`config.mk`:
```
export PLATFORM = sky130hd
export DESIGN_NAME = async_uart_rx_recovery
export DESIGN_NICKNAME = d
export VERILOG_FILES = /design/src/logic/rx_recovery_pkg.sv /design/src/logic/async_uart_rx_recovery.sv
export SDC_FILE = /design/constraint.sdc
export NUM_CORES = 1
export LEC_CHECK = 0
export BUFFER_PORTS_ARGS = -buffer_cell sky130_fd_sc_hd__buf_2
export CAP_MARGIN = 20
export CORE_ASPECT_RATIO = 1.4
export CORE_UTILIZATION = 50
export CTS_BUF_LIST = sky130_fd_sc_hd__clkbuf_8
export CTS_CLUSTER_DIAMETER = 40
export DETAILED_ROUTE_END_ITERATION = 6
export PLACE_DENSITY = 0.72
export RECOVER_POWER = 50
export SYNTH_ARGS = -nofsm -noshare
export SYNTH_HDL_FRONTEND = slang
export SYNTH_SLANG_ARGS = --single-unit
```
`constraint.sdc`:
```
create_clock -name mclk_i -period 2.9 [get_ports mclk_i]
set_input_delay 0.29 -clock mclk_i [delete_from_list [all_inputs] [get_ports mclk_i]]
set_output_delay 0.29 -clock mclk_i [all_outputs]
set_load 0.01 [all_outputs]
```
`src/logic/rx_recovery_pkg.sv`:
```
`default_nettype none
package rx_recovery_pkg;

	// samples per bit and first vote sample, normal and double speed
	localparam logic [4:0] SPB_NORMAL     = 5'h10;
	localparam logic [4:0] SPB_DOUBLE     = 5'h08;
	localparam logic [4:0] VOTE_FIRST_N   = 5'h08;
	localparam logic [4:0] VOTE_FIRST_D   = 5'h04;
	localparam logic [4:0] VOTE_SPAN      = 5'h02;
	localparam logic [4:0] DS_REARM_SMP   = 5'h07;
	localparam logic [4:0] CNT_ONE        = 5'h01;
	localparam logic [2:0] CSZ_NINE       = 3'h7;
	localparam logic [3:0] DATA_BASE      = 4'h5;
	localparam logic [3:0] NINE_BITS      = 4'h9;
	localparam int         RX_BUF_DEPTH   = 2;

	typedef enum logic [1:0] {
		ST_IDLE,
		ST_START,
		ST_BITS,
		ST_REARM
	} rx_phase_t;

	typedef struct packed {
		logic       overrun;
		logic       par_err;
		logic       frm_err;
		logic [8:0] data;
	} rx_char_t;

	localparam int RX_CHAR_W = $bits(rx_char_t);

	typedef struct packed {
		logic       sync1;
		logic       sync2;
		logic       last_smp;
		rx_phase_t  phase;
		logic [4:0] cnt;
		logic [3:0] idx;
		logic [2:0] votes;
		logic [8:0] shreg;
		logic       par_acc;
		logic       par_bad;
		logic       hold_vld;
		rx_char_t   hold;
		logic       ovr_pend;
	} rx_state_t;

endpackage : rx_recovery_pkg
`default_nettype wire

```
`src/logic/async_uart_rx_recovery.sv`:
```
// Contract
// sample input at 16x baud normally, 8x in double speed
// start search begins on high-to-low edge; first low is sample one
// validate start on samples 8,9,10 (double speed 4,5,6)
// two or more high validation samples: reject start, await next edge
// valid start resynchronises bit timing, afresh for every frame
// per-bit counter has 16 states normally, 8 in double speed
// bit value is majority of three centre samples
// recover data and parity up to first stop bit; ignore second stop
// first stop bit voted too; zero sets frame error for that frame
// normal mode rearms right after stop vote; double speed rearms later
// with filter on, non-address frames are dropped, never buffered
// marker is first stop bit for 5-8 bits, ninth bit for nine
// filter acts only on incoming frames, never on transmit
// nine-bit master sends ninth bit 1 for address, 0 for data
// slave software clears filter when addressed, sets it after data
// 5-8 bit senders using the filter send two stop bits
// filter enable shares register with transmit complete flag; avoid RMW
// two-character buffer; overrun when full, char waiting, new start
// double speed changes divisor from 16 to 8, asynchronous only
// frame, overrun, parity status stored and read with their frame
// serial input passes a two-stage synchroniser before any sampling
// after reset or disable, machine idles and drops partial frames
`timescale 1ns/1ps
`default_nettype none

module rx_char_fifo #(
	parameter int WIDTH = 12,
	parameter int DEPTH = 4
) (
	input  wire logic             clk_i,
	input  wire logic             nrst_i,
	input  wire logic             flush_i,
	input  wire logic             in_valid_i,
	output logic                  in_ready_o,
	input  wire logic [WIDTH-1:0] in_data_i,
	output logic                  out_valid_o,
	input  wire logic             out_ready_i,
	output logic      [WIDTH-1:0] out_data_o
);
	localparam int CW = $clog2(DEPTH + 1);

	// head always sits in mem[0] so the read side sees flip-flops only
	typedef struct packed {
		logic [DEPTH-1:0][WIDTH-1:0] mem;
		logic [CW-1:0]               count;
		logic                        vld;
	} fifo_state_t;

	fifo_state_t   s;
	fifo_state_t   n;
	logic          pop;
	logic          push;
	logic [CW-1:0] base;

	assign in_ready_o  = s.count != CW'(DEPTH);
	assign out_valid_o = s.vld;
	assign out_data_o  = s.mem[0];

	always_comb begin
		n    = s;
		pop  = out_ready_i && s.vld;
		push = in_valid_i && in_ready_o;
		base = s.count - CW'(pop);
		if (pop) begin
			for (int i = 0; i < DEPTH - 1; i++) begin
				n.mem[i] = s.mem[i+1];
			end
		end
		if (push) begin
			for (int i = 0; i < DEPTH; i++) begin
				if (CW'(i) == base) begin
					n.mem[i] = in_data_i;
				end
			end
		end
		n.count = base + CW'(push);
		n.vld   = n.count != '0;
		if (flush_i) begin
			n.count = '0;
			n.vld   = 1'b0;
		end
	end

	always_ff @(posedge clk_i or negedge nrst_i) begin
		if (!nrst_i) begin
			s <= '0;
		end else begin
			s <= n;
		end
	end

endmodule : rx_char_fifo

module async_uart_rx_recovery (
	input  wire logic       mclk_i,
	input  wire logic       nrst_i,
	input  wire logic       serial_in_pin_i,
	input  wire logic       sample_tick_i,
	input  wire logic       rx_enable_i,
	input  wire logic       double_speed_sel_i,
	input  wire logic       addr_filter_enable_i,
	input  wire logic [2:0] char_size_sel_i,
	input  wire logic       parity_en_i,
	input  wire logic       parity_odd_i,
	input  wire logic       data_read_i,
	output logic            rx_complete_flag_o,
	output logic      [7:0] data_buffer_reg_o,
	output logic            rx_ninth_bit_o,
	output logic            frame_err_flag_o,
	output logic            overrun_flag_o,
	output logic            parity_err_flag_o
);
	rx_recovery_pkg::rx_state_t s;
	rx_recovery_pkg::rx_state_t n;
	rx_recovery_pkg::rx_char_t  head;

	logic       buf_ready;
	logic       smp;
	logic [4:0] spb;
	logic [4:0] vf;
	logic [4:0] vl;
	logic [4:0] cur;
	logic [3:0] nbits;
	logic [3:0] stop_idx;
	logic       nine;
	logic [2:0] newv;
	logic       maj;
	logic       at_vote;
	logic       fr_done;
	logic       filtered;
	logic       stop_b;
	logic       vstart;
	logic       ovr_ev;

	assign smp      = s.sync2;
	// divisor change: one bit spans 16 or 8 sample ticks
	assign spb      = double_speed_sel_i ? rx_recovery_pkg::SPB_DOUBLE
	                                     : rx_recovery_pkg::SPB_NORMAL;
	assign vf       = double_speed_sel_i ? rx_recovery_pkg::VOTE_FIRST_D
	                                     : rx_recovery_pkg::VOTE_FIRST_N;
	assign vl       = vf + rx_recovery_pkg::VOTE_SPAN;
	assign cur      = s.cnt + rx_recovery_pkg::CNT_ONE;
	assign nine     = char_size_sel_i == rx_recovery_pkg::CSZ_NINE;
	// reserved size codes 4..6 wrap onto 5..7 data bits
	assign nbits    = nine ? rx_recovery_pkg::NINE_BITS
	                       : {2'b00, char_size_sel_i[1:0]}
	                         + rx_recovery_pkg::DATA_BASE;
	assign stop_idx = nbits + {3'b000, parity_en_i};
	assign newv     = {s.votes[1:0], smp};
	assign maj      = (newv[0] & newv[1]) | (newv[0] & newv[2])
	                | (newv[1] & newv[2]);
	assign at_vote  = sample_tick_i && cur == vl;
	assign stop_b   = maj;
	// ninth bit or first stop bit tells address from data
	assign filtered = addr_filter_enable_i
	                  && !(nine ? s.shreg[8] : stop_b);

	always_comb begin
		n        = s;
		fr_done  = 1'b0;
		vstart   = 1'b0;
		ovr_ev   = 1'b0;
		// first stage feeds only the second
		n.sync1  = serial_in_pin_i;
		n.sync2  = s.sync1;
		if (sample_tick_i) begin
			n.last_smp = smp;
			case (s.phase)
				rx_recovery_pkg::ST_IDLE: begin
					if (!smp && s.last_smp) begin
						n.phase = rx_recovery_pkg::ST_START;
						n.cnt   = rx_recovery_pkg::CNT_ONE;
					end
				end
				rx_recovery_pkg::ST_START: begin
					n.cnt = cur;
					if (cur >= vf && cur <= vl) begin
						n.votes = newv;
					end
					if (cur == vl && maj) begin
						n.phase = rx_recovery_pkg::ST_IDLE;
					end else if (cur == vl) begin
						vstart = 1'b1;
					end
					if (cur == spb) begin
						// bit timing now counts from this frame's own edge
						n.phase   = rx_recovery_pkg::ST_BITS;
						n.cnt     = '0;
						n.idx     = '0;
						n.shreg   = '0;
						n.par_acc = 1'b0;
						n.par_bad = 1'b0;
					end
				end
				rx_recovery_pkg::ST_BITS: begin
					n.cnt = cur;
					if (cur >= vf && cur <= vl) begin
						n.votes = newv;
					end
					if (cur == vl && s.idx == stop_idx) begin
						// second stop bit is never looked at
						fr_done = 1'b1;
						n.phase = double_speed_sel_i
						          ? rx_recovery_pkg::ST_REARM
						          : rx_recovery_pkg::ST_IDLE;
					end else if (cur == vl) begin
						if (s.idx < nbits) begin
							n.shreg[s.idx] = maj;
							n.par_acc      = s.par_acc ^ maj;
						end else begin
							n.par_bad = parity_en_i
							            && ((s.par_acc ^ maj) != parity_odd_i);
						end
						n.idx = s.idx + 4'h1;
					end
					if (cur == spb) begin
						n.cnt = '0;
					end
				end
				rx_recovery_pkg::ST_REARM: begin
					// double speed: hold off a new edge past the stop vote
					n.cnt = cur;
					if (cur >= rx_recovery_pkg::DS_REARM_SMP) begin
						n.phase = rx_recovery_pkg::ST_IDLE;
					end
				end
				default: begin
					n.phase = rx_recovery_pkg::ST_IDLE;
				end
			endcase
		end
		if (s.hold_vld && buf_ready) begin
			n.hold_vld = 1'b0;
		end
		// full buffer and a waiting character: the new start overwrites it
		if (vstart && s.hold_vld && !buf_ready) begin
			ovr_ev     = 1'b1;
			n.hold_vld = 1'b0;
		end
		// filter only gates received frames; the enable is a plain level
		// here, so no read-modify-write path can touch transmit status
		if (fr_done && !filtered) begin
			n.hold_vld     = 1'b1;
			n.hold.data    = s.shreg;
			n.hold.frm_err = !stop_b;
			n.hold.par_err = s.par_bad;
			n.hold.overrun = s.ovr_pend;
			n.ovr_pend     = 1'b0;
		end
		if (ovr_ev) begin
			n.ovr_pend = 1'b1;
		end
		if (!rx_enable_i) begin
			n.phase    = rx_recovery_pkg::ST_IDLE;
			n.cnt      = '0;
			n.hold_vld = 1'b0;
			n.ovr_pend = 1'b0;
		end
	end

	always_ff @(posedge mclk_i or negedge nrst_i) begin
		if (!nrst_i) begin
			// idle line level, so an input held low out of reset is seen as a falling edge
			s          <= '0;
			s.sync1    <= 1'b1;
			s.sync2    <= 1'b1;
			s.last_smp <= 1'b1;
		end else begin
			s <= n;
		end
	end

	rx_char_fifo #(
		.WIDTH (rx_recovery_pkg::RX_CHAR_W),
		.DEPTH (rx_recovery_pkg::RX_BUF_DEPTH)
	) u_buf (
		.clk_i       (mclk_i),
		.nrst_i      (nrst_i),
		.flush_i     (!rx_enable_i),
		.in_valid_i  (s.hold_vld),
		.in_ready_o  (buf_ready),
		.in_data_i   (s.hold),
		.out_valid_o (rx_complete_flag_o),
		.out_ready_i (data_read_i),
		.out_data_o  (head)
	);

	// status travels with its character and leaves with it
	assign data_buffer_reg_o = head.data[7:0];
	assign rx_ninth_bit_o    = head.data[8];
	assign frame_err_flag_o  = head.frm_err;
	assign overrun_flag_o    = head.overrun;
	assign parity_err_flag_o = head.par_err;
endmodule : async_uart_rx_recovery
`default_nettype wire

```
Word-level counts from Yosys, hierarchy flattened
Index checks and enable logic that the tools add are counted.
{"block": "word_totals", "output_inout_bits": 13, "inputBits": 13, "elab_cells": 133, "reg_bits": 69}
{"block": "classes", "n_mux": 44, "reduce_logical": 28, "n_bitwise": 6, "n_addsub": 7, "order_cmp": 6, "eq_ne": 22}
{"cell": "11-bit two-way mux", "n": 4}
{"cell": "12-bit two-way mux", "n": 3}
{"cell": "18-bit one-hot mux with 2 select lines", "n": 1}
{"cell": "7-bit one-hot mux with 4 select lines", "n": 1}
{"cell": "25-bit two-way mux", "n": 1}
{"cell": "1-bit two-way mux", "n": 16}
{"cell": "4-bit two-way mux", "n": 4}
{"cell": "14-bit two-way mux", "n": 1}
{"cell": "7-bit two-way mux", "n": 2}
{"cell": "2-bit != test (second input constant)", "n": 7}
{"cell": "1-bit logical AND", "n": 12}
{"cell": "6-bit AND reduction", "n": 2}
{"cell": "5-bit == test", "n": 2}
{"cell": "10-bit two-way mux", "n": 1}
{"cell": "5-bit two-way mux", "n": 2}
{"cell": "5-bit AND reduction", "n": 2}
{"cell": "9-bit bitwise mux", "n": 1}
{"cell": "3-bit != test (second input constant)", "n": 3}
{"cell": "2-bit two-way mux", "n": 4}
{"cell": "3-bit two-way mux", "n": 2}
{"cell": "2-bit AND reduction", "n": 3}
{"cell": "4-bit by 2-bit adder with 5-bit output (second input constant)", "n": 1}
{"cell": "5-bit by 1-bit adder with 5-bit output (second input constant)", "n": 1}
{"cell": "5-bit by 3-bit >= comparator with 1-bit output (second input constant)", "n": 1}
{"cell": "other kinds (26)", "n": 36}

Logic depth before layout (Yosys ltp)
{"block": "logic_depth", "depth_word": 13, "depth_mapped": 12, "depth_no_buf": 10}

Cells and area by module
From an unflattened synthesis, not the netlist that was laid out.
{"block": "unflattened", "cells_unflattened": 346, "hier_area_um2": 3997.6}
{"module": "async_uart_rx_recovery", "cells_each": 251, "seq_area_each_um2": 1029.7, "n_inst": 1, "area_per_inst_um2": 2626.3}
{"module": "rx_char_fifo", "cells_each": 95, "seq_area_each_um2": 675.6, "n_inst": 1, "area_per_inst_um2": 1371.3}

Worst setup path before layout
Ideal clock, no wire load.
{"block": "synth_timing", "path_type": "input -> register", "startpoint": "input char_size_sel_i[0]", "endpoint": "register s[11] in the netlist's numbering", "n_path_buf": 2, "arrival_time_ns": 2.821, "setup_ns": 0.125, "required_time_ns": 2.775, "setup_slack_ns": -0.047, "cell_stages": 12, "cell_sequence": "ha_1 -> a21bo_2 -> ha_1 -> inv_1 -> fa_1 -> or3b_1 -> a211oi_2 -> nand3_1 -> or3_1 -> buf_2 -> buf_6 -> mux2_4"}
{"block": "synth_between", "elab_chain_len": 9, "word_cells_on_any_way": 14, "cone_classes": "2 x add/sub; 2 x eq/ne; 5 x mux; 5 x reduce/logical"}
{"element": "start, declared", "line_no": "async_uart_rx_recovery.sv:103", "text": "input wire logic [2:0] char_size_sel_i,"}
{"element": "2-bit by 3-bit adder with 4-bit output / 3-bit == test (equally long branches)", "line_no": "async_uart_rx_recovery.sv:148, async_uart_rx_recovery.sv:144"}
{"element": "4-bit two-way mux", "line_no": "async_uart_rx_recovery.sv:146", "text": "assign nbits = nine ? rx_recovery_pkg::NINE_BITS"}
{"element": "4-bit by 1-bit adder with 4-bit output", "line_no": "async_uart_rx_recovery.sv:149", "text": "assign stop_idx = nbits + {3'b000, parity_en_i};"}
{"element": "4-bit == test", "line_no": "async_uart_rx_recovery.sv:201", "text": "if (cur == vl && s.idx == stop_idx) begin"}
{"element": "1-bit logical AND", "line_no": "async_uart_rx_recovery.sv:201"}
{"element": "1-bit two-way mux", "line_no": "async_uart_rx_recovery.sv:201"}
{"element": "1-bit two-way mux", "line_no": "async_uart_rx_recovery.sv:169", "text": "case (s.phase)"}
{"element": "1-bit two-way mux", "line_no": "async_uart_rx_recovery.sv:167", "text": "if (sample_tick_i) begin"}
{"element": "1-bit logical AND *", "line_no": "async_uart_rx_recovery.sv:243", "text": "if (fr_done && !filtered) begin"}
{"element": "end signal, assigned", "line_no": "async_uart_rx_recovery.sv:270", "text": "s <= n;"}
{"element": "end, declared", "line_no": "async_uart_rx_recovery.sv:114", "text": "rx_recovery_pkg::rx_state_t s;"}
Mark *: on every way between the ends. The rest lies on a longest branch, timed or not.
A chain may end at the register's enable or synchronous reset.

Final worst setup path
{"block": "layout_timing", "startpoint": "input char_size_sel_i[0]", "endpoint": "register s[6] in the netlist's numbering"}
The elaborated chain is that of the path after synthesis.

==> results by group <==
Outcome
  • Status: complete, but fails checks
  • Failing checks: capacitance limit, slew limit

Yosys
  • Synth top area share: 42.07%
  • Number of flops mapped to enable cells by yosys: 0
  • Synthesized area: 0.003866 mm2
  • FF+latch count, synth: 68
  • Synth unique cells: 60
  • Ys async rst share: 100.0%
  • Sequential cell area fraction in the yosys report: 44.11%
  • Post-Synthesis Cells: 371
  • Synth Flop Type: dfrtp_1
  • Syn_nets: 408
  • Ranking of synthesized cells by area: dfrtp_1, ha_1, mux2i_1
  • Cell accounting for the most synthesized area: dfrtp_1
  • Top post-synthesis cells by count: dfrtp_1, nand2_1, a21oi_1
  • Yosys synthesis warning count: 0
  • Synthesized area per cell: 10.42 um2
  • Most frequent cell after synthesis: dfrtp_1

Critical path
  • Reg2Reg Depth: 7
  • CP Launch Point: char_size_sel_i[0]
  • Max FO, Critical Path: 13
  • CP Capture Type: register
  • CP Launch Type: input pin
  • Crit path required time: 3.12 ns
  • R2r setup slk: 0.17 ns
  • Crit path DAT: 2.97 ns
  • RR Startpoint: s[32]
  • Crit Path Category: in -> reg

Min path
  • HP Class: in -> reg
  • WHS Endpoint: n[40]
  • Hold Path Cell Cnt: 1
  • Min-delay src: serial_in_pin_i

Clocking
  • Root Driver: clkbuf_8
  • CTS Hold Bufs: 0
  • Clock-pin slew on the worst setup and hold paths: 0.08 ns
  • Num CTS Buffers: 9
  • Worst skew pair latency: 0.34 ns
  • H-Tree Depth: 3
  • Sink Count: 68
  • Clock Path Buffers: 2
  • CTS tree: done

Final layout
  • Share of cells above drive strength 1: 22.03%
  • Inserted Diodes: 0
  • Area Overhead vs Synth: 11.46%
  • Layout net count: 436
  • Fillcell total: 648

Power
  • Max VDD drop: 0.2809 mV
  • Sw frac: 26.88%
  • Leak Pwr: 2.232 nW
  • Comb power frac: 14.2%
  • Sequential power share: 49.4%
  • Clock network power share: 36.4%
  • Cell Pwr Density: 499.9 mW/mm2
  • Pint: 0.001575 W
  • NetSw: 0.0005790 W

Placed design
  • HPWL Detailed: 5.577 mm
  • PortBufs: 25
  • Gpl congestion: 0.9056

STA
  • Post-Route Setup TNS: 0 ns
  • Fmax: 364.3 MHz
  • Hold slack: 0.03767 ns
  • Slew @ Worst Pin: 1.670 ns
  • Clock skew: 0.006651 ns
  • Clock period minus final worst setup slack: 2.745 ns
  • Rel. slew slack: -11.34%
  • Final Hold Fails: 0
  • Setup violators final: 0
  • RSZ-0062 raised after global routing: no
  • Fin. max-slew vios: 33
  • Fin crit share: 94.66%

Detailed routing
  • Residual DRC count: 0
  • 1st-iter DRT viols: 141
  • Initial DRT Pass Iterations: 4
  • Detailed-route via count: 2762
  • Via-to-Cell Ratio: 5.513
  • Detailed Route WL: 7.472 mm
  • Post-DRT Antenna Nets: 0
  • WL/cell: 14.91 um

Global routing
  • Initial antenna violation count: 0
  • Pin count of the biggest net entering global routing: 38
  • GRT Total Usage: 20.70%
  • GRT overflow: 0
  • Number of global-route vias before repair: 2821
  • First-pass GRT wire length: 13.15 mm

Floorplanning
  • IO Pins: 26
  • Initial core utilization: 52.20%
  • Core box area: 0.007407 mm2
  • # rows: 37
  • Die H: 106.0 um
  • Die width: 76.32 um
  • Die ar.: 0.008093 mm2

Flow run
  • MaxCap Viol Count: 1
## area by class of cell
type                       instances  area, um2  share of cell area, %
tap                               97      121.4                  2.816
sequential                        68       1705                  39.58
multi-input combinational        255       1948                  45.21
timing repair buffer              42      245.2                  5.691
clock inverter                     6      65.06                  1.510
clock buffer                      10      137.6                  3.194
inverter                          23      86.33                  2.003
## state kept, by name, indices dropped and copies added, names as in the netlist, named ones only
name and cells:
n 1, u_buf.out_data_o 12, smp 1, u_buf.out_valid_o 1, u_buf.s 14, s 37
## how the worst max path moves through the flow
stage          endpoint  depth (start not counted)
2_1_floorplan     s[11]                         12
3_3_place_gp       s[6]                         12
3_5_place_dp       s[6]                         12
4_1_cts        register                          7
5_1_grt        register                          7
6_report           s[6]                         12
## metal layers
layer	vias to the layer above	share of wire, %	GRT usage (%)
li1	1370	-	-
met1	1341	44	23.89
met2	43	52	36.10
met3	8	2.6	4.721
met4	0	1.6	9.890
met5	-	0	0
## cells by family after synthesis
family,Yosys count,synth area share (%)
AND/OR/NAND/NOR,98,12.78
XOR/XNOR,11,3.333
AO/OA/AOI/OAI,77,12.85
flip-flops,68,44.11
adder cells (fa/ha/maj),25,8.220
multiplexers,44,13.01
buffers and inverters,48,5.696
## repair_timing
item                                    in CTS  in global routing
buffers inserted                             0                  0
endpoints found under the setup margin       0                  6
gates resized for setup                      0                  2
## critical path, stage by stage
cell,delay [ns]
buf_2,0.10
ha_2,0.17
a21bo_2,0.14
ha_1,0.13
inv_1,0.04
fa_1,0.38
or3b_1,0.40
a211oi_2,0.28
nand3_1,0.14
or3_1,0.37
buf_4,0.21
mux2_1,0.33
## power groups by stage
stage	clock network [W]	logic [W]	registers, W
after floorplan	0	0.000214	0.00108
after global placement	0	0.000304	0.00108
after detailed placement	0	0.000315	0.00108
after CTS	0.000811	0.000316	0.00106
after global routing	0.000859	0.000348	0.00107
final	0.000784	0.000306	0.00106
## stage by stage
stage	total power, W	area (um2)	std cells	worst slack (ns)	util, %
6_report	0.002154	4309	501	0.1550	58.18
5_1_grt	0.002280	4309	501	0.04987	58.18
4_1_cts	0.002192	4324	501	0.1755	58.38
3_5_place_dp	0.001398	4121	485	-0.1682	55.64
3_3_place_gp	0.001383	4121	485	-0.1079	55.64
2_1_floorplan	0.001294	3869	371	0.0003253	-
## placed cells by master (no fill, tap or decap), drive strengths merged, types with 10 or more instances in the layout
cell type	count
a21oi	25
clkbuf	15
mux2i	18
nand3	10
mux2	26
inv	24
nand2	30
ha	23
dfrtp	65
o21ai	18
nor2	20
buf	37
No activity file was read; power rests on OpenSTA's default activity.
